===== src/hdl/arcstm_pkg.sv =====
package arcstm_pkg;
  localparam int STAGES = 8;
  localparam int SENSORS = 10;
  localparam int VIRTUALS = 6;
  localparam int OUTS = 5;
  localparam int TRIPS = 4;
  localparam int ALARM_BIT = 4;
  localparam int CUR_W = 10;
  localparam int TIME_W = 8;
  // Current matrix row layout
  localparam int CM_PHASE = 0;
  localparam int CM_RESID = 1;
  localparam int CM_NET = 2;
  localparam int CM_VIRT = 3;
  localparam int CM_STAGE = CM_VIRT + VIRTUALS;
  localparam int CM_W = CM_STAGE + STAGES;
  // Light matrix row layout
  localparam int LM_SENSOR = 0;
  localparam int LM_NET = SENSORS;
  localparam int LM_VIRT = LM_NET + 1;
  localparam int LM_STAGE = LM_VIRT + VIRTUALS;
  localparam int LM_W = LM_STAGE + STAGES;
  // Event signal layout
  localparam int EV_PHASE = 0;
  localparam int EV_RESID = 1;
  localparam int EV_SENSOR = 2;
  localparam int EV_STAGE = EV_SENSOR + SENSORS;
  localparam int EV_W = EV_STAGE + STAGES;
  // Thresholds in hundredths of nominal current
  localparam logic [CUR_W-1:0] PHASE_THR_MIN = 10'h032;
  localparam logic [CUR_W-1:0] PHASE_THR_MAX = 10'h320;
  localparam logic [CUR_W-1:0] RESID_THR_MIN = 10'h00a;
  localparam logic [CUR_W-1:0] RESID_THR_MAX = 10'h1f4;
  localparam logic [CUR_W-1:0] THR_DEFAULT = 10'h064;
  localparam logic [TIME_W-1:0] DELAY_DEFAULT = 8'h00;
  localparam logic [TIME_W-1:0] HOLD_MIN = 8'h02;
  localparam logic [TIME_W-1:0] HOLD_DEFAULT = 8'h02;
  // Timing
  localparam int CLK_PERIOD_NS = 8;
  localparam int MS_NS = 1000000;
  localparam int MS_CYCLES = MS_NS / CLK_PERIOD_NS;
  localparam int HOLD_UNIT_MS = 10;
  localparam int DIV_W = 20;
  typedef enum logic [1:0] {
    ARCSTM_IDLE,
    ARCSTM_DELAY,
    ARCSTM_TRIP
  } arcstm_stage_type;
endpackage : arcstm_pkg


===== src/hdl/arcstm_stage.sv =====
`timescale 1ns/1ns
module arcstm_stage (
  input wire logic core_clk,
  input wire logic rst_n,
  input wire logic enable,
  input wire logic cond,
  input wire logic tick_ms,
  input wire logic tick_hold,
  input wire logic [arcstm_pkg::TIME_W-1:0] trip_delay,
  input wire logic [arcstm_pkg::TIME_W-1:0] min_hold,
  output logic active
);
  typedef struct packed {
    arcstm_pkg::arcstm_stage_type state;
    logic [arcstm_pkg::TIME_W-1:0] count;
    logic active;
    logic held;
  } arcstm_st_type;

  arcstm_st_type q;
  arcstm_st_type next_q;
  logic [arcstm_pkg::TIME_W-1:0] hold_eff;

  // Settings below the floor would shorten the pulse, so they are raised
  assign hold_eff = (min_hold < arcstm_pkg::HOLD_MIN) ? arcstm_pkg::HOLD_MIN
                                                       : min_hold;
  assign active = q.active;

  always_comb
  begin
    next_q = q;
    case (q.state)
      arcstm_pkg::ARCSTM_IDLE:
      begin
        next_q.count = '0;
        next_q.active = 1'b0;
        next_q.held = 1'b0;
        if (cond && trip_delay == '0)
        begin
          next_q.state = arcstm_pkg::ARCSTM_TRIP;
          next_q.active = 1'b1;
        end
        else if (cond)
          next_q.state = arcstm_pkg::ARCSTM_DELAY;
      end
      arcstm_pkg::ARCSTM_DELAY:
      begin
        if (!cond)
        begin
          next_q.state = arcstm_pkg::ARCSTM_IDLE;
          next_q.count = '0;
        end
        else if (tick_ms)
        begin
          if (q.count + 8'h01 >= trip_delay)
          begin
            next_q.state = arcstm_pkg::ARCSTM_TRIP;
            next_q.count = '0;
            next_q.active = 1'b1;
          end
          else
            next_q.count = q.count + 8'h01;
        end
      end
      arcstm_pkg::ARCSTM_TRIP:
      begin
        // The first unit may be partial, so one extra hold tick is awaited:
        // the pulse may overshoot by up to one unit but never falls short
        if (tick_hold && q.count < hold_eff)
          next_q.count = q.count + 8'h01;
        else if (tick_hold)
          next_q.held = 1'b1;
        if (!cond && q.held)
        begin
          next_q.state = arcstm_pkg::ARCSTM_IDLE;
          next_q.active = 1'b0;
          next_q.count = '0;
          next_q.held = 1'b0;
        end
      end
      default:
        next_q.state = arcstm_pkg::ARCSTM_IDLE;
    endcase
    if (!enable)
    begin
      next_q.state = arcstm_pkg::ARCSTM_IDLE;
      next_q.active = 1'b0;
      next_q.count = '0;
      next_q.held = 1'b0;
    end
  end

  always_ff @(posedge core_clk or negedge rst_n)
  begin
    if (!rst_n)
      q <= '{arcstm_pkg::ARCSTM_IDLE, 8'h00, 1'b0, 1'b0};
    else
      q <= next_q;
  end

  a_stage_disable: assert property (@(posedge core_clk) disable iff (!rst_n)
    !enable |=> !active) else $error("disabled stage active");
  a_zero_delay: assert property (@(posedge core_clk) disable iff (!rst_n)
    (enable && cond && trip_delay == 8'h00 && !active) |=> active)
    else $error("zero delay did not trip");
  a_delay_restart: assert property (@(posedge core_clk) disable iff (!rst_n)
    (!cond && !active) |=> (q.count == 8'h00 && !active))
    else $error("delay did not restart");
  a_hold_min: assert property (@(posedge core_clk) disable iff (!rst_n)
    (enable && active && !q.held) |=> active)
    else $error("trip pulse too short");
endmodule : arcstm_stage


===== src/hdl/arcstm_top.sv =====
`timescale 1ns/1ns
module arcstm_top #(
  parameter int MS_CYCLES = arcstm_pkg::MS_CYCLES
) (
  input wire logic core_clk,
  input wire logic rst_n,
  input wire logic [arcstm_pkg::CUR_W-1:0] phase_current_l1,
  input wire logic [arcstm_pkg::CUR_W-1:0] phase_current_l2,
  input wire logic [arcstm_pkg::CUR_W-1:0] phase_current_l3,
  input wire logic [arcstm_pkg::CUR_W-1:0] residual_current,
  input wire logic [arcstm_pkg::CUR_W-1:0] phase_threshold,
  input wire logic [arcstm_pkg::CUR_W-1:0] residual_threshold,
  input wire logic [arcstm_pkg::SENSORS-1:0] light_sensor,
  input wire logic network_event_input,
  input wire logic [arcstm_pkg::VIRTUALS-1:0] virtual_output,
  input wire logic [arcstm_pkg::STAGES-1:0] stage_enable,
  input wire logic [arcstm_pkg::STAGES*arcstm_pkg::TIME_W-1:0] trip_delay,
  input wire logic [arcstm_pkg::STAGES*arcstm_pkg::TIME_W-1:0] min_hold,
  input wire logic [arcstm_pkg::STAGES*arcstm_pkg::CM_W-1:0] current_matrix,
  input wire logic [arcstm_pkg::STAGES*arcstm_pkg::LM_W-1:0] light_matrix,
  input wire logic [arcstm_pkg::STAGES*arcstm_pkg::OUTS-1:0] output_matrix,
  input wire logic [arcstm_pkg::OUTS-1:0] latched_mode,
  input wire logic latch_clear,
  input wire logic install_command,
  input wire logic discovery_done,
  input wire logic [arcstm_pkg::EV_W-1:0] event_signal_enable,
  input wire logic event_on_enable,
  input wire logic event_off_enable,
  output logic phase_overcurrent_flag,
  output logic residual_overcurrent_flag,
  output logic [arcstm_pkg::STAGES-1:0] stage_active,
  output logic [arcstm_pkg::TRIPS-1:0] trip_outputs,
  output logic alarm_relay,
  output logic installing,
  output logic discovery_start,
  output logic [arcstm_pkg::EV_W-1:0] event_on,
  output logic [arcstm_pkg::EV_W-1:0] event_off
);
  typedef struct packed {
    logic [arcstm_pkg::SENSORS-1:0] sync1;
    logic [arcstm_pkg::SENSORS-1:0] sync2;
    logic [arcstm_pkg::SENSORS-1:0] sync3;
    logic [arcstm_pkg::SENSORS-1:0] light;
    logic [arcstm_pkg::DIV_W-1:0] div;
    logic [3:0] ms10;
    logic tick_ms;
    logic tick_hold;
    logic phase_flag;
    logic resid_flag;
    logic [arcstm_pkg::OUTS-1:0] latch;
    logic [arcstm_pkg::OUTS-1:0] outs;
    logic installing;
    logic start;
    logic [arcstm_pkg::EV_W-1:0] prev;
    logic [arcstm_pkg::EV_W-1:0] ev_on;
    logic [arcstm_pkg::EV_W-1:0] ev_off;
  } arcstm_top_type;

  localparam logic [arcstm_pkg::DIV_W-1:0] DIV_LAST =
    arcstm_pkg::DIV_W'(MS_CYCLES - 1);
  localparam logic [3:0] MS10_LAST = 4'(arcstm_pkg::HOLD_UNIT_MS - 1);

  arcstm_top_type q;
  arcstm_top_type next_q;
  logic [arcstm_pkg::STAGES-1:0] stage_cond;
  logic [arcstm_pkg::STAGES-1:0] act;
  logic [arcstm_pkg::OUTS-1:0] drive;
  logic [arcstm_pkg::CM_W-1:0] cur_vec;
  logic [arcstm_pkg::LM_W-1:0] light_vec;
  logic [arcstm_pkg::CUR_W-1:0] phase_thr;
  logic [arcstm_pkg::CUR_W-1:0] resid_thr;
  logic [arcstm_pkg::EV_W-1:0] ev_sig;

  // Out-of-range settings are clamped to the nearest legal threshold
  assign phase_thr = (phase_threshold < arcstm_pkg::PHASE_THR_MIN) ?
    arcstm_pkg::PHASE_THR_MIN : (phase_threshold > arcstm_pkg::PHASE_THR_MAX) ?
    arcstm_pkg::PHASE_THR_MAX : phase_threshold;
  assign resid_thr = (residual_threshold < arcstm_pkg::RESID_THR_MIN) ?
    arcstm_pkg::RESID_THR_MIN :
    (residual_threshold > arcstm_pkg::RESID_THR_MAX) ?
    arcstm_pkg::RESID_THR_MAX : residual_threshold;

  assign cur_vec = {act, virtual_output, network_event_input,
                    q.resid_flag, q.phase_flag};
  assign light_vec = {act, virtual_output, network_event_input,
                      q.light};
  assign ev_sig = {act, q.light, q.resid_flag, q.phase_flag};

  genvar s;
  generate
    for (s = 0; s < arcstm_pkg::STAGES; s = s + 1)
    begin : g_stage
      logic [arcstm_pkg::CM_W-1:0] cm;
      logic [arcstm_pkg::LM_W-1:0] lm;
      logic cur_hit;
      logic light_hit;
      // A stage feeding itself would latch up, so its own column is ignored
      assign cm = current_matrix[s*arcstm_pkg::CM_W +: arcstm_pkg::CM_W]
                  & ~(arcstm_pkg::CM_W'(1) << (arcstm_pkg::CM_STAGE + s));
      assign lm = light_matrix[s*arcstm_pkg::LM_W +: arcstm_pkg::LM_W]
                  & ~(arcstm_pkg::LM_W'(1) << (arcstm_pkg::LM_STAGE + s));
      assign cur_hit = |(cm & cur_vec);
      assign light_hit = |(lm & light_vec);
      // An empty matrix imposes no condition; both empty never activates
      assign stage_cond[s] = stage_enable[s] && (|cm || |lm)
                             && (!(|cm) || cur_hit)
                             && (!(|lm) || light_hit);
      arcstm_stage u_stage (
        .core_clk(core_clk),
        .rst_n(rst_n),
        .enable(stage_enable[s]),
        .cond(stage_cond[s]),
        .tick_ms(q.tick_ms),
        .tick_hold(q.tick_hold),
        .trip_delay(trip_delay[s*arcstm_pkg::TIME_W +: arcstm_pkg::TIME_W]),
        .min_hold(min_hold[s*arcstm_pkg::TIME_W +: arcstm_pkg::TIME_W]),
        .active(act[s])
      );
    end
  endgenerate

  always_comb
  begin
    drive = '0;
    for (int i = 0; i < arcstm_pkg::STAGES; i++)
    begin
      if (act[i])
        drive = drive | output_matrix[i*arcstm_pkg::OUTS +: arcstm_pkg::OUTS];
    end
  end

  always_comb
  begin
    next_q = q;
    // Pin synchroniser: a sensor change counts once stages two and three agree
    next_q.sync1 = light_sensor;
    next_q.sync2 = q.sync1;
    next_q.sync3 = q.sync2;
    for (int i = 0; i < arcstm_pkg::SENSORS; i++)
    begin
      if (q.sync2[i] == q.sync3[i])
        next_q.light[i] = q.sync2[i];
    end
    next_q.tick_ms = 1'b0;
    next_q.tick_hold = 1'b0;
    if (q.div == DIV_LAST)
    begin
      next_q.div = '0;
      next_q.tick_ms = 1'b1;
      if (q.ms10 == MS10_LAST)
      begin
        next_q.ms10 = '0;
        next_q.tick_hold = 1'b1;
      end
      else
        next_q.ms10 = q.ms10 + 4'h1;
    end
    else
      next_q.div = q.div + 20'h00001;
    next_q.phase_flag = (phase_current_l1 > phase_thr)
                        || (phase_current_l2 > phase_thr)
                        || (phase_current_l3 > phase_thr);
    next_q.resid_flag = residual_current > resid_thr;
    // Set wins over a clear arriving in the same cycle
    next_q.latch = (latch_clear ? '0 : q.latch)
                   | (drive & latched_mode);
    next_q.outs = drive | next_q.latch;
    next_q.start = install_command && !q.installing;
    if (install_command && !q.installing)
      next_q.installing = 1'b1;
    else if (discovery_done)
      next_q.installing = 1'b0;
    next_q.prev = ev_sig;
    next_q.ev_on = ev_sig & ~q.prev & event_signal_enable
                   & {arcstm_pkg::EV_W{event_on_enable}};
    next_q.ev_off = ~ev_sig & q.prev & event_signal_enable
                    & {arcstm_pkg::EV_W{event_off_enable}};
  end

  always_ff @(posedge core_clk or negedge rst_n)
  begin
    if (!rst_n)
      q <= '0;
    else
      q <= next_q;
  end

  assign phase_overcurrent_flag = q.phase_flag;
  assign residual_overcurrent_flag = q.resid_flag;
  assign stage_active = act;
  assign trip_outputs = q.outs[arcstm_pkg::TRIPS-1:0];
  assign alarm_relay = q.outs[arcstm_pkg::ALARM_BIT];
  assign installing = q.installing;
  assign discovery_start = q.start;
  assign event_on = q.ev_on;
  assign event_off = q.ev_off;

  a_trip_follow: assert property (@(posedge core_clk) disable iff (!rst_n)
    (act[0] && output_matrix[0]) |=> trip_outputs[0])
    else $error("mapped trip not driven");
  a_latch_keep: assert property (@(posedge core_clk) disable iff (!rst_n)
    (q.latch[0] && !latch_clear) |=> trip_outputs[0])
    else $error("latched trip dropped");
  a_phase_flag: assert property (@(posedge core_clk) disable iff (!rst_n)
    (phase_current_l2 > phase_thr) |=> phase_overcurrent_flag)
    else $error("phase flag missing");
  a_install_busy: assert property (@(posedge core_clk) disable iff (!rst_n)
    (install_command && !installing) |=> (installing && discovery_start))
    else $error("install not started");
  a_event_rise: assert property (@(posedge core_clk) disable iff (!rst_n)
    ($rose(stage_active[0]) && event_on_enable
     && event_signal_enable[arcstm_pkg::EV_STAGE])
    |=> event_on[arcstm_pkg::EV_STAGE])
    else $error("stage rise event missing");
  a_event_fall: assert property (@(posedge core_clk) disable iff (!rst_n)
    ($fell(stage_active[0]) && event_off_enable
     && event_signal_enable[arcstm_pkg::EV_STAGE])
    |=> event_off[arcstm_pkg::EV_STAGE])
    else $error("stage fall event missing");
  a_event_gated: assert property (@(posedge core_clk) disable iff (!rst_n)
    !event_on_enable |=> (event_on == '0))
    else $error("event sent while disabled");
  a_ready_done: assert property (@(posedge core_clk) disable iff (!rst_n)
    (installing && discovery_done) |=> !installing)
    else $error("still installing after discovery");
endmodule : arcstm_top


===== config.mk =====
export PLATFORM = sky130hd
export DESIGN_NAME = arcstm_top
export DESIGN_NICKNAME = d
export VERILOG_FILES = /design/src/hdl/arcstm_pkg.sv /design/src/hdl/arcstm_stage.sv /design/src/hdl/arcstm_top.sv
export SDC_FILE = /design/constraint.sdc
export NUM_CORES = 1
export LEC_CHECK = 0
export ABC_AREA = 1
export BUFFER_PORTS_ARGS = -buffer_cell sky130_fd_sc_hd__buf_2
export CORE_AREA = 2 2 260 262
export CTS_CLUSTER_SIZE = 40
export DETAILED_ROUTE_END_ITERATION = 10
export DIE_AREA = 0 0 262 264
export PLACE_DENSITY = 0.63
export SYNTH_ARGS = -nofsm -noshare
export SYNTH_HDL_FRONTEND = slang
export SYNTH_SLANG_ARGS = --single-unit

===== constraint.sdc =====
create_clock -name core_clk -period 6.2 [get_ports core_clk]
set_clock_uncertainty 0.05 [all_clocks]
set_input_delay 1.24 -clock core_clk [delete_from_list [all_inputs] [get_ports core_clk]]
set_output_delay 1.24 -clock core_clk [all_outputs]
set_load 0.005 [all_outputs]

After elaboration in Yosys (flattened, before gate mapping)

Cells that the tools add are included.

Flip-flop bits (word level): 236
Output and inout bits: 57
Logic and storage cells: 595

$add $sub $neg: 10
Magnitude comparators: 32
Equal/unequal tests: 124
Muxes and demuxes: 156
Bitwise gates (word level): 34
Reduce and logical (&&, ||, !) cells: 181

Operator list:

| cell                | count |
|---|---|
| $pmux 9 s3          | 8 |
| $reduce_or 25->1    | 8 |
| $mux 12             | 16 |
| $mux 8              | 24 |
| $reduce_or 24->1    | 8 |
| $and 25x25->25      | 7 |
| $reduce_or 17->1    | 8 |
| $reduce_or 16->1    | 8 |
| $and 20x20->20      | 6 |
| $mux 10             | 12 |
| $and 17x17->17      | 7 |
| $ne 4x4->1 const B  | 24 |
| $mux 11             | 8 |
| $ne 3x2->1 const B  | 24 |
| $add 8x1->8 const B | 8 |
| $ge 8x8->1          | 8 |
| $logic_not 8->1     | 8 |
| $lt 8x2->1 const B  | 8 |
| $lt 8x8->1          | 8 |
| $ne 4x2->1 const B  | 16 |
| $mux 2              | 25 |
| $logic_and 1x1->1   | 49 |
| $pmux 2 s3          | 8 |
| $reduce_and 3->1    | 16 |
| other kinds (32)    | 215 |

Depth between registers and ports, before layout

Gate-level depths: netlist (run 1).

Depth after elaboration: 18
Mapped depth: 17
Gate-level depth less buffers: 17

Cells and area by module

A second synthesis (run 1) with hierarchy kept.

Cells, all modules: 2758
Area total of the unflattened synthesis: 20056.7 um^2

Modules (own cells, without submodules):

| module       | instances | cells an instance | area each (um^2) | seq. area each (um^2) |
|---|---|---|---|---|
| arcstm_stage | 8         | 186               | 1322.5           | 300.3 |
| arcstm_top   | 1         | 1270              | 9476.6           | 3503.4 |

Worst setup path before layout (run 1)

OpenSTA, ideal clock, no wires.

Kind: input -> register
Start point: input residual_threshold[8] in the netlist's numbering
End point: register q, in the netlist residual_overcurrent_flag
Library setup time: 63 ps
Data arrival time: 3246 ps
Required time: 6087 ps
Slack: 2841 ps
Stages on the path: 14
Path buffers: 0
Path through: or4_1 nor4_1 inv_1 o21ai_0 inv_1 ha_1 inv_1 o21bai_1 a21boi_0 o21a_1 o21a_1 o21ai_0 o41ai_1 inv_1

RTL lines:

| element              | RTL line          | source |
|---|---|---|
| from (decl)          | arcstm_top.sv:12  | `input wire logic [arcstm_pkg::CUR_W-1:0] residual_threshold,` |
| to (signal assigned) | arcstm_top.sv:185 | `q <= next_q;` |
| to (decl)            | arcstm_top.sv:63  | `arcstm_top_type q;` |

Worst setup path after layout (run 1)

Start point: register g_stage[0].u_stage.q, in the netlist g_stage[0].u_stage.active
End point: output stage_active[0] in the netlist's numbering

RTL lines:

| element                | RTL line           | source |
|---|---|---|
| from (decl)            | arcstm_stage.sv:20 | `arcstm_st_type q;` |
| from (signal assigned) | arcstm_stage.sv:96 | `q <= '{arcstm_pkg::ARCSTM_IDLE, 8'h00, 1'b0, 1'b0};` |
| from (signal assigned) | arcstm_stage.sv:98 | `q <= next_q;` |
| to (decl)              | arcstm_top.sv:31   | `output logic [arcstm_pkg::STAGES-1:0] stage_active,` |

No word-level cell between the ends.

==> flow_summary.yaml, run 1 <==
die:
  start_util_pct: 31.3
  die_x_um: 262
  coreArea_um2: 66600
  die_h_um: 264
  die_area_um2: 69200
  ios: 678
  row_count: 95
detailed_routing:
  routedWlPerCell_um: 17.1
  antenna_left: 0
  drc: 0
  drt-total-wl_um: 80100
  vias: 22000
  initialDrtViolationCount: 1480
  first_pass_iters: 6
  viasPerCell: 4.71
timing:
  fmax_mhz: 316
  post-route-min-period_ns: 3.16
  rsz0062_at_grt: "no"
  setup_violations: 0
  slew_violations: 0
  setup-tns-final_ns: 0
  relSlewSlack_pct: 36.6
  finalHoldViolations: 0
  holdWs_ns: 0.295
  fin_crit_sh_pct: 51.0
  worst_pin_slew_ns: 0.951
placed_design:
  io_buffers: 661
  dpl.hpwl_um: 65400
  globalplace.congestion: 0.933
clocking:
  cts_buffers: 29
  htree_levels: 1
  clk_latency_ns: 0.58
  cts-root-buf: "clkbuf_16"
  clk_pin_slew_ns: 0.07
  cts_tree: "built"
  cts_sinks: 236
  cts_setup_buffers: 0
  cts_buffer_depth: 3
  cts.repair.resized: 0
  cts_hold_buf: 0
synthesis:
  ys.flop_type: "dfrtp_1"
  yosysSeqAreaShare_pct: 28.4
  ys_types: 46
  syn-num-nets: 3988
  synth_edf_count: 0
  yosysWarnings: 0
  syn_area_um2: 20800
  syn_inst: 3169
  syn_area_per_cell_um2: 6.56
  synth-seq-cells: 236
  ys_async_sr_fraction_pct: 100
power_and_ir_drop:
  p_leak_nw: 14.8
  p_per_area_nw_per_um2: 233
  peakVddDrop_mv: 0.167
critical_path:
  crit_required_ns: 4.91
  r2r_start: "g_stage[1].u_stage.q[2]"
  worstSetupPathType: "register to output pin"
  cp-end-kind: "output pin"
  worst_path_max_delay_cell: "dfrtp_1"
  critPathArrivalTime_ns: 1.87
  crit_path_max_fanout: 15
  critical-path-top-delay-family: "flip-flops"
  worstPathCellList: "buf_4, buf_2"
  path_buf_inv: 2
  worstReg2RegEnd: "g_stage[1].u_stage.q[8]"
  cp_num_cells: 2
  rrSetupSlack_ns: 3.25
  slowest_delay_ns: 0.72
  startpoint_type: "register"
  reg2reg_depth: 13
cells_and_area:
  fin_nets: 4585
  multi_input_area_um2: 12600
  seq_area_um2: 5910
  area_delta_synth_final_pct: 23.1
  final_cell_mix: "nand2_1 (1095), buf_2 (660), nor2_1 (453)"
  drive_gt1_share_pct: 20.9
  layout_commonest_cell: "nand2_1"
  fillers: 7082
min_path:
  hp-start: "next_q[129]"
  holdPathEnd: "next_q[119]"
  min_path_type: "register to register"
  min_delay_path_depth: 0
global_routing:
  track_usage_pct: 22.3
  grt_pass1_vias: 20600
  grt_max_degree: 125
  antenna_found_initial: 19
  grt_pass1_wl_um: 118000
  grt-ovfl-total: 0
run_status:
  status: "completed"
run:
  cap_violations: 0
[metrics by stage]
step | utilization, % | power (W) | instance area, µm² | setup WS [ns] | std cells
2_1_floorplan | - | 0.00338 | 20800 | 2.84 | 3169
3_3_place_gp | 36.8 | 0.00407 | 24500 | 2.57 | 4608
3_5_place_dp | 36.8 | 0.00408 | 24500 | 2.52 | 4608
4_1_cts | 38.4 | 0.00601 | 25600 | 2.96 | 4662
5_1_grt | 38.5 | 0.00641 | 25600 | 2.95 | 4674
6_report | 38.5 | 0.00596 | 25600 | 3.04 | 4674
[flip-flops by register name (all words and copies together), names as in the netlist]
| register | count |
|---|---|
| next_q | 20 |
| installing | 1 |
| alarm_relay | 1 |
| discovery_start | 1 |
| ev_sig | 10 |
| q | 61 |
| g_stage.u_stage.active | 8 |
| event_off | 20 |
| g_stage.u_stage.q | 88 |
| phase_overcurrent_flag | 1 |
| residual_overcurrent_flag | 1 |
| event_on | 20 |
| trip_outputs | 4 |
[synth_stat cells, types with 4 or more instances]
cell | number | share of area (%)
nand2_1 | 1095 | 20
nor2_1 | 453 | 8.2
inv_1 | 378 | 6.8
dfrtp_1 | 236 | 28
ha_1 | 198 | 12
nand3_1 | 152 | 3.7
a21oi_1 | 66 | 1.6
nor3_1 | 65 | 1.6
buf_4 | 59 | 2.1
o21ai_1 | 57 | 1.4
nand4_1 | 56 | 1.7
o21ai_0 | 52 | 1.3
xor2_1 | 45 | 1.9
nand3b_1 | 40 | 1.4
buf_2 | 22 | 0.53
buf_6 | 21 | 1.1
nand3_2 | 21 | 1.0
o21bai_1 | 18 | 0.65
xnor2_1 | 13 | 0.55
o21ai_2 | 12 | 0.51
nor4_1 | 11 | 0.33
a211oi_1 | 10 | 0.36
maj3_1 | 10 | 0.48
nand2_2 | 10 | 0.30
a31oi_1 | 8 | 0.24
nor2_2 | 8 | 0.24
nand2_4 | 7 | 0.38
a221oi_1 | 6 | 0.25
clkbuf_1 | 6 | 0.11
o21a_1 | 6 | 0.22
a21o_1 | 5 | 0.18
inv_2 | 4 | 0.072
[report_power, final]
group          total (W)  internal, W  switching (W)
logic            0.00222     0.000770        0.00145
clock network    0.00189      0.00115       0.000738
registers        0.00185      0.00169       0.000156
[worst max-delay path by stage]
stage,from,to
CTS,g_stage[0].u_stage.active,stage_active[0]
global placement,residual_threshold[8],residual_overcurrent_flag
finish,g_stage[0].u_stage.active,stage_active[0]
detailed placement,residual_threshold[8],residual_overcurrent_flag
floorplan,residual_threshold[8],residual_overcurrent_flag
global route,g_stage[0].u_stage.active,stage_active[0]
[cells by family after synthesis]
kind of cell,Yosys count,share of synthesized area [%]
buffers and inverters,491,10.8
adders and majority gates,208,12.4
and+or+nand+nor,1927,39.0
xor gates and xnor gates,58,2.44
other,1,0.0180
DFF,236,28.4
AOI/OAI and AO/OA,248,6.94
[layout make-up]
cell class                 count  share of cell area (%)
clock buffer                  35                    3.04
tap                          873                    4.27
inverter                     382                    5.60
sequential                   236                    23.1
antenna                       12                   0.117
timing repair buffer         675                    13.4
clock inverter                19                    1.08
multi-input combinational   2442                    49.4
[metal layers]
metal	global-route usage, %	vias to the layer above	wire length (µm)
met2	38.5	793	38300
met3	3.36	132	5340
met1	27.8	9851	33600
met4	8.67	8	2820
met5	0	-	55
li1	-	11200	-
(Power assumes the default switching activity.)
==> inputs of run 2 (changes only) <==
ABC_AREA = 0   (was 1)
CORE_AREA = 2 2 267 269   (was 2 2 260 262)
DIE_AREA = 0 0 269 271   (was 0 0 262 264)
PLACE_DENSITY = 0.59   (was 0.63)
clock period = 2.9 ns   (was 6.2 ns; I/O delays follow)
==> flow_summary.yaml, run 2 <==
synthesis:
  synth_simple_gate_area_share_pct: 21.6
  ys_top_cells_by_count: "dfrtp_1 (236), ha_1 (198), nand2_1 (173)"
  synthAdderAreaFrac_pct: 13.8
  yosysSeqAreaShare_pct: 31.6
  yosys-mux-area-fraction_pct: 0.991
  ys_async_sr_fraction_pct: 100
  synth_top_family_by_area: "compound AO/OA/AOI/OAI gates"
  synth_xor_xnor_area_share_pct: 2.91
  synth_edf_count: 0
  syn_area_per_cell_um2: 9.05
  yosys.cell_count.top_type: "dfrtp_1"
  synth_top_cell_by_area: "dfrtp_1"
  ys.flop_type: "dfrtp_1"
  netlist_top_cells_area: "dfrtp_1 (32%), ha_1 (13%), a22o_1 (3.8%)"
  syn-num-nets: 2885
  synth-compound-area-share_pct: 21.9
  syn_inst: 2066
  yosysWarnings: 0
  syn_area_um2: 18700
  ys_types: 94
  synth-seq-cells: 236
  synth_top_area_share_pct: 31.6
die:
  start_util_pct: 26.8
  die_x_um: 269
  die_area_um2: 72900
  row_count: 97
  die_h_um: 271
  coreArea_um2: 69800
  ios: 678
global_routing:
  grt_max_degree: 73
  track_usage_pct: 23.9
  antenna_found_initial: 22
  grt_pass1_vias: 20700
  grt-ovfl-total: 0
  grt_pass1_wl_um: 129000
cells_and_area:
  top_register: "g_stage.u_stage.q"
  fin_area_um2: 27000
  largest_reg_flops: 88
  fin_nets: 3781
  drive_gt1_share_pct: 40.1
  area_delta_synth_final_pct: 44.7
  layout_commonest_cell: "buf_2"
  final_cell_mix: "buf_2 (660), buf_4 (291), dfrtp_1 (218)"
  post-route-util_pct: 38.7
  reg_top3: "g_stage.u_stage.q x88, q x61"
critical_path:
  cp_num_cells: 9
  crit_path_frequent_cell: "mux2_4"
  crit_path_max_fanout: 5
  cp-end-kind: "register"
  crit_required_ns: 3.31
  worstSetupPathType: "register to register"
  rrSetupSlack_ns: 0.08
  path_buf_inv: 2
  startpoint_type: "register"
  reg2reg_depth: 9
  critical-path-top-delay-family: "compound AO/OA/AOI/OAI gates"
  critPathArrivalTime_ns: 3.23
  slowest_delay_ns: 0.41
  worst_path_max_delay_cell: "dfrtp_1"
  worstPathCellList: "buf_12, buf_4, a22oi_2, nand2_8, or4_1, mux2_4, o21a_4, a311oi_4, mux2_4"
detailed_routing:
  vias: 21000
  routedWlPerCell_um: 23.1
  initialDrtViolationCount: 1449
  viasPerCell: 5.32
  drc: 0
  antenna_left: 0
  drt-total-wl_um: 91000
  first_pass_iters: 7
timing:
  post-route-min-period_ns: 2.82
  finalHoldViolations: 0
  rsz0062_at_grt: "yes"
  fin_crit_sh_pct: 97.2
  slew_violations: 0
  setup_violations: 0
  worst_pin_slew_ns: 0.715
  fmax_mhz: 355
  relSlewSlack_pct: 51.9
clocking:
  clk_latency_ns: 0.58
  cts_buffers: 30
  cts-root-buf: "clkbuf_16"
  htree_levels: 1
  clk_pin_slew_ns: 0.07
  cts_sinks: 236
  cts_tree: "built"
  cts_buffer_depth: 3
placed_design:
  io_buffers: 661
  globalplace.congestion: 0.971
  placed_area_um2: 25200
  dpl.hpwl_um: 74900
power_and_ir_drop:
  p_leak_nw: 13.5
  seq_power_share_pct: 28.9
  p_per_area_nw_per_um2: 491
  swShare_pct: 35.4
  p_sw_w: 0.00470
  intPower_w: 0.00858
  peakVddDrop_mv: 0.445
  power_frac_comb_pct: 39.1
  power_w: 0.0133
  clkPwrFrac_pct: 32.1
run:
  cap_violations: 0
run_status:
  status: "completed"
min_path:
  min_path_type: "input port to register"
  min_delay_path_depth: 1
## run 2: cell count changes after synthesis, sizes merged, moves of 24 or more
cell / delta
a221oi: +46
nand2: -934
and4b: +37
and3: +24
o21ai: -54
inv: -215
nor2: -371
nor3: -40
nand3: -102
nand3b: -34
a22o: +80
nand2b: +32
a22oi: +75
nor4: +98
## run 2: path summary, 6_finish.rpt
| kind | start | to |
|---|---|---|
| setup reg to reg | ev_sig[4] | g_stage[4].u_stage.q[11] |
| hold / removal | light_sensor[3] | next_q[123] |
| max in group asynchronous | rst_n | ev_sig[10] |
| setup / recovery | ev_sig[4] | g_stage[4].u_stage.q[11] |
| hold reg to reg | next_q[124] | next_q[114] |
| min in group asynchronous | rst_n | g_stage[1].u_stage.q[6] |
## run 2: worst reg2reg max path: cells and delay by family, from the launching register on
| family | cells | cell delay [ns] |
|---|---|---|
| flip-flops | 1 | 0.41 |
| buffers and inverters | 2 | 0.33 |
| multiplexers | 2 | 0.64 |
| AND/OR/NAND/NOR | 2 | 0.46 |
| AO/OA/AOI/OAI | 3 | 0.82 |
## run 2: metal layers
metal	wire (µm)	part of all wire (%)	GRT usage, %	vias to the layer above
li1	-	-	-	9675
met1	34800	38	27.2	9989
met2	43800	48	40.3	1015
met3	6900	7.6	5.69	283
met4	5560	6.1	14.4	4
met5	26	0.029	0	-
## run 2: stage by stage
stage / setup slack [ns] / setup TNS, ns / hold WS, ns / instances
finish: 0.0805 / 0 / 0.0549 / 3944
global route: -0.0345 / -0.334 / 0.0257 / 3941
CTS: 0.000288 / 0 / 0.0238 / 3911
detailed placement: -0.420 / -22.55 / 0.286 / 3855
global placement: -0.407 / -19.50 / 0.282 / 3855
floorplan: -0.134 / -1.42 / 0.234 / 2066
## run 2: area by class of cell
type                    count  area, µm²
diodes                     20       50.0
inverters                 168        631
well taps                 940       1180
fillers                  7157      42700
clock inverters            17        295
multi-input cells        1553      12200
flip-flops and latches    236       5930
repair buffers            973       5890
clock buffers              37        838
## run 2: kinds of logic (layout without fill, tap and decap cells)
logic type / Yosys count / count (layout)
flops: 236 / 236
other cells: 1 / 21
mux: 17 / 17
simple gates: 723 / 724
xor+xnor: 62 / 62
fa+ha+maj: 209 / 209
compound gates: 540 / 540
buf+inv: 278 / 1195
## run 2: timing repair
item	CTS	global route
setup endpoints to repair	35	79
pin swaps	1	29
hold endpoints to repair	63	0
gates cloned	0	1
setup buffers	1	12
resized for setup	12	112
hold buffers	1	0
## run 2: power groups by stage
stage	clock, W	combinational, W	sequential (W)
finish	0.00426	0.00518	0.00383
global route	0.00449	0.00560	0.00387
CTS	0.00436	0.00496	0.00383
detailed placement	0	0.00493	0.00389
global placement	0	0.00491	0.00388
floorplan	0	0.00268	0.00380
==> inputs of run 3 (changes only) <==
--- a/config.mk
+++ b/config.mk
@@ -14,2 +14,3 @@
 export PLACE_DENSITY = 0.59
+export SETUP_SLACK_MARGIN = 0.02
 export SYNTH_ARGS = -nofsm -noshare
==> constraint.sdc (replaced) <==
create_clock -name core_clk -period 2.9 [get_ports core_clk]
set_clock_uncertainty 0.05 [all_clocks]
set_input_delay 0 -clock core_clk [delete_from_list [all_inputs] [get_ports core_clk]]
set_output_delay 0 -clock core_clk [all_outputs]
set_load 0.005 [all_outputs]
==> flow_summary.yaml, run 3 (synthesis results as in run 2) <==
placed_design:
  dpl_worst_slack_ns: -0.165
  dpl.hpwl_um: 74600
  io_buffers: 661
  globalplace.congestion: 0.994
  placed_area_um2: 24000
cells_and_area:
  post-route-util_pct: 38.7
  area_delta_synth_final_pct: 44.3
  fin_area_um2: 27000
  reg_top3: "g_stage.u_stage.q x88, q x61"
  final_cell_mix: "buf_2 (660), dfrtp_1 (220), ha_1 (185)"
  fillers: 7057
  fin_nets: 3783
  drive_gt1_share_pct: 35.2
  multi_input_area_um2: 12000
  largest_reg_flops: 88
  layout_commonest_cell: "buf_2"
  seq_area_um2: 5930
  top_register: "g_stage.u_stage.q"
detailed_routing:
  vias: 21100
  drc: 0
  drt-total-wl_um: 93700
  first_pass_iters: 6
  initialDrtViolationCount: 1390
  antenna_left: 0
  viasPerCell: 5.36
  routedWlPerCell_um: 23.8
die:
  die_x_um: 269
  die_area_um2: 72900
  row_count: 97
  ios: 678
  die_h_um: 271
  start_util_pct: 26.8
  coreArea_um2: 69800
critical_path:
  worstReg2RegEnd: "g_stage[3].u_stage.q[7]"
  cp-end-kind: "register"
  crit_path_max_fanout: 6
  worstSetupPathType: "register to register"
  r2r_start: "ev_sig[7]"
  critPathArrivalTime_ns: 3.25
  reg2reg_depth: 12
  rrSetupSlack_ns: 0.07
  crit_required_ns: 3.32
  crit_path_end: "g_stage[3].u_stage.q[7]"
  startpoint_type: "register"
  critPathLaunch: "ev_sig[7]"
global_routing:
  grt_pass1_vias: 20800
  grt-ovfl-total: 0
  track_usage_pct: 24.5
  grt_max_degree: 75
  antenna_found_initial: 27
  grt_pass1_wl_um: 132000
timing:
  fmax_mhz: 353
  fin_crit_sh_pct: 97.6
  relSlewSlack_pct: 40.1
  finalHoldViolations: 0
  worst_pin_slew_ns: 0.898
  rsz0062_at_grt: "yes"
  setup-tns-final_ns: 0
  setup_violations: 0
  slew_violations: 0
  holdWs_ns: 0.0156
  post-route-min-period_ns: 2.83
  timing.final.ws_setup_ns: 0.0698
clocking:
  cts_buffer_depth: 3
  cts_tree: "built"
  htree_levels: 1
  clk_pin_slew_ns: 0.06
  cts_buffers: 29
  cts-root-buf: "clkbuf_16"
  clk_latency_ns: 0.58
  cts_sinks: 236
min_path:
  min_path_type: "input port to asynchronous set/reset pin"
run:
  cap_violations: 0
power_and_ir_drop:
  p_per_area_nw_per_um2: 484
  p_leak_nw: 13.4
  peakVddDrop_mv: 0.441
run_status:
  status: "completed"
==> run 3: cell count changes in the layout (fill, tap and decap cells not counted), moves of 4 or more <==
cell / delta
ha_2: -5
o21ai_0: -6
nor4_4: -5
ha_1: +7
nand2_2: -4
buf_4: -113
nor4_1: +6
dlygate4sd3_1: +115
diode_2: -6
o21ai_1: +8
==> run 3: timing repair <==
item / 4_1_cts / 5_1_grt
hold endpoints to repair: 340 / 0
hold buffers: 117 / 0
resized for setup: 8 / 120
buffers inserted: 0 / 22
pin swaps: 0 / 50
endpoints found under the setup margin: 32 / 80
==> run 3: critical path: stages (launching register included) <==
cell      delay (ns)
dfrtp_1         0.40
buf_4           0.20
buf_4           0.19
a22o_1          0.22
a221oi_1        0.25
and3_1          0.26
nand4b_1        0.12
nand4_1         0.21
a21boi_2        0.11
buf_4           0.14
buf_4           0.12
a211o_1         0.29
a22o_1          0.17
==> run 3: layout make-up <==
type	instances	share of cell area [%]
Clock inverter	15	0.821
Multi-Input combinational cell	1552	44.4
Sequential cell	236	22.0
Clock buffer	38	2.96
Antenna cell	14	0.130
Inverter	168	2.34
Timing Repair Buffer	977	23.1
Tap cell	940	4.36
==> run 3: stage by stage <==
| stage | instances | power, W |
|---|---|---|
| 3_3_place_gp | 3734 | 0.00860 |
| 3_5_place_dp | 3734 | 0.00861 |
| 6_report | 3940 | 0.0130 |
| 4_1_cts | 3904 | 0.0129 |
| 5_1_grt | 3930 | 0.0137 |
| 2_1_floorplan | 2066 | 0.00638 |
==> run 3: worst min path at each step <==
stage | slack [ns] | cells after the start | to | startpoint
2_1_floorplan | -0.35 | 0 | alarm_relay | rst_n
5_1_grt | 0.03 | 3 | event_on[15] | rst_n
4_1_cts | 0.002 | 2 | next_q[123] | light_sensor[3]
3_3_place_gp | -0.06 | 1 | g_stage[6].u_stage.q[8] | rst_n
3_5_place_dp | -0.07 | 1 | g_stage[6].u_stage.q[8] | rst_n
6_report | 0.02 | 3 | g_stage[1].u_stage.q[5] | rst_n
==> run 3: power breakdown <==
group	switching [W]	internal, W	total, W
Sequential	0.000256	0.00358	0.00384
Clock	0.00155	0.00238	0.00393
Combinational	0.00288	0.00240	0.00528
==> run 3: per-layer routing <==
layer | vias up | share of wire [%] | wire [µm] | GRT usage, %
li1 | 9677 | - | - | -
met1 | 10200 | 39 | 36900 | 28.7
met2 | 1028 | 48 | 45000 | 42.0
met3 | 244 | 7.8 | 7320 | 5.75
met4 | 16 | 4.7 | 4360 | 11.3
met5 | - | 0.12 | 114 | 0
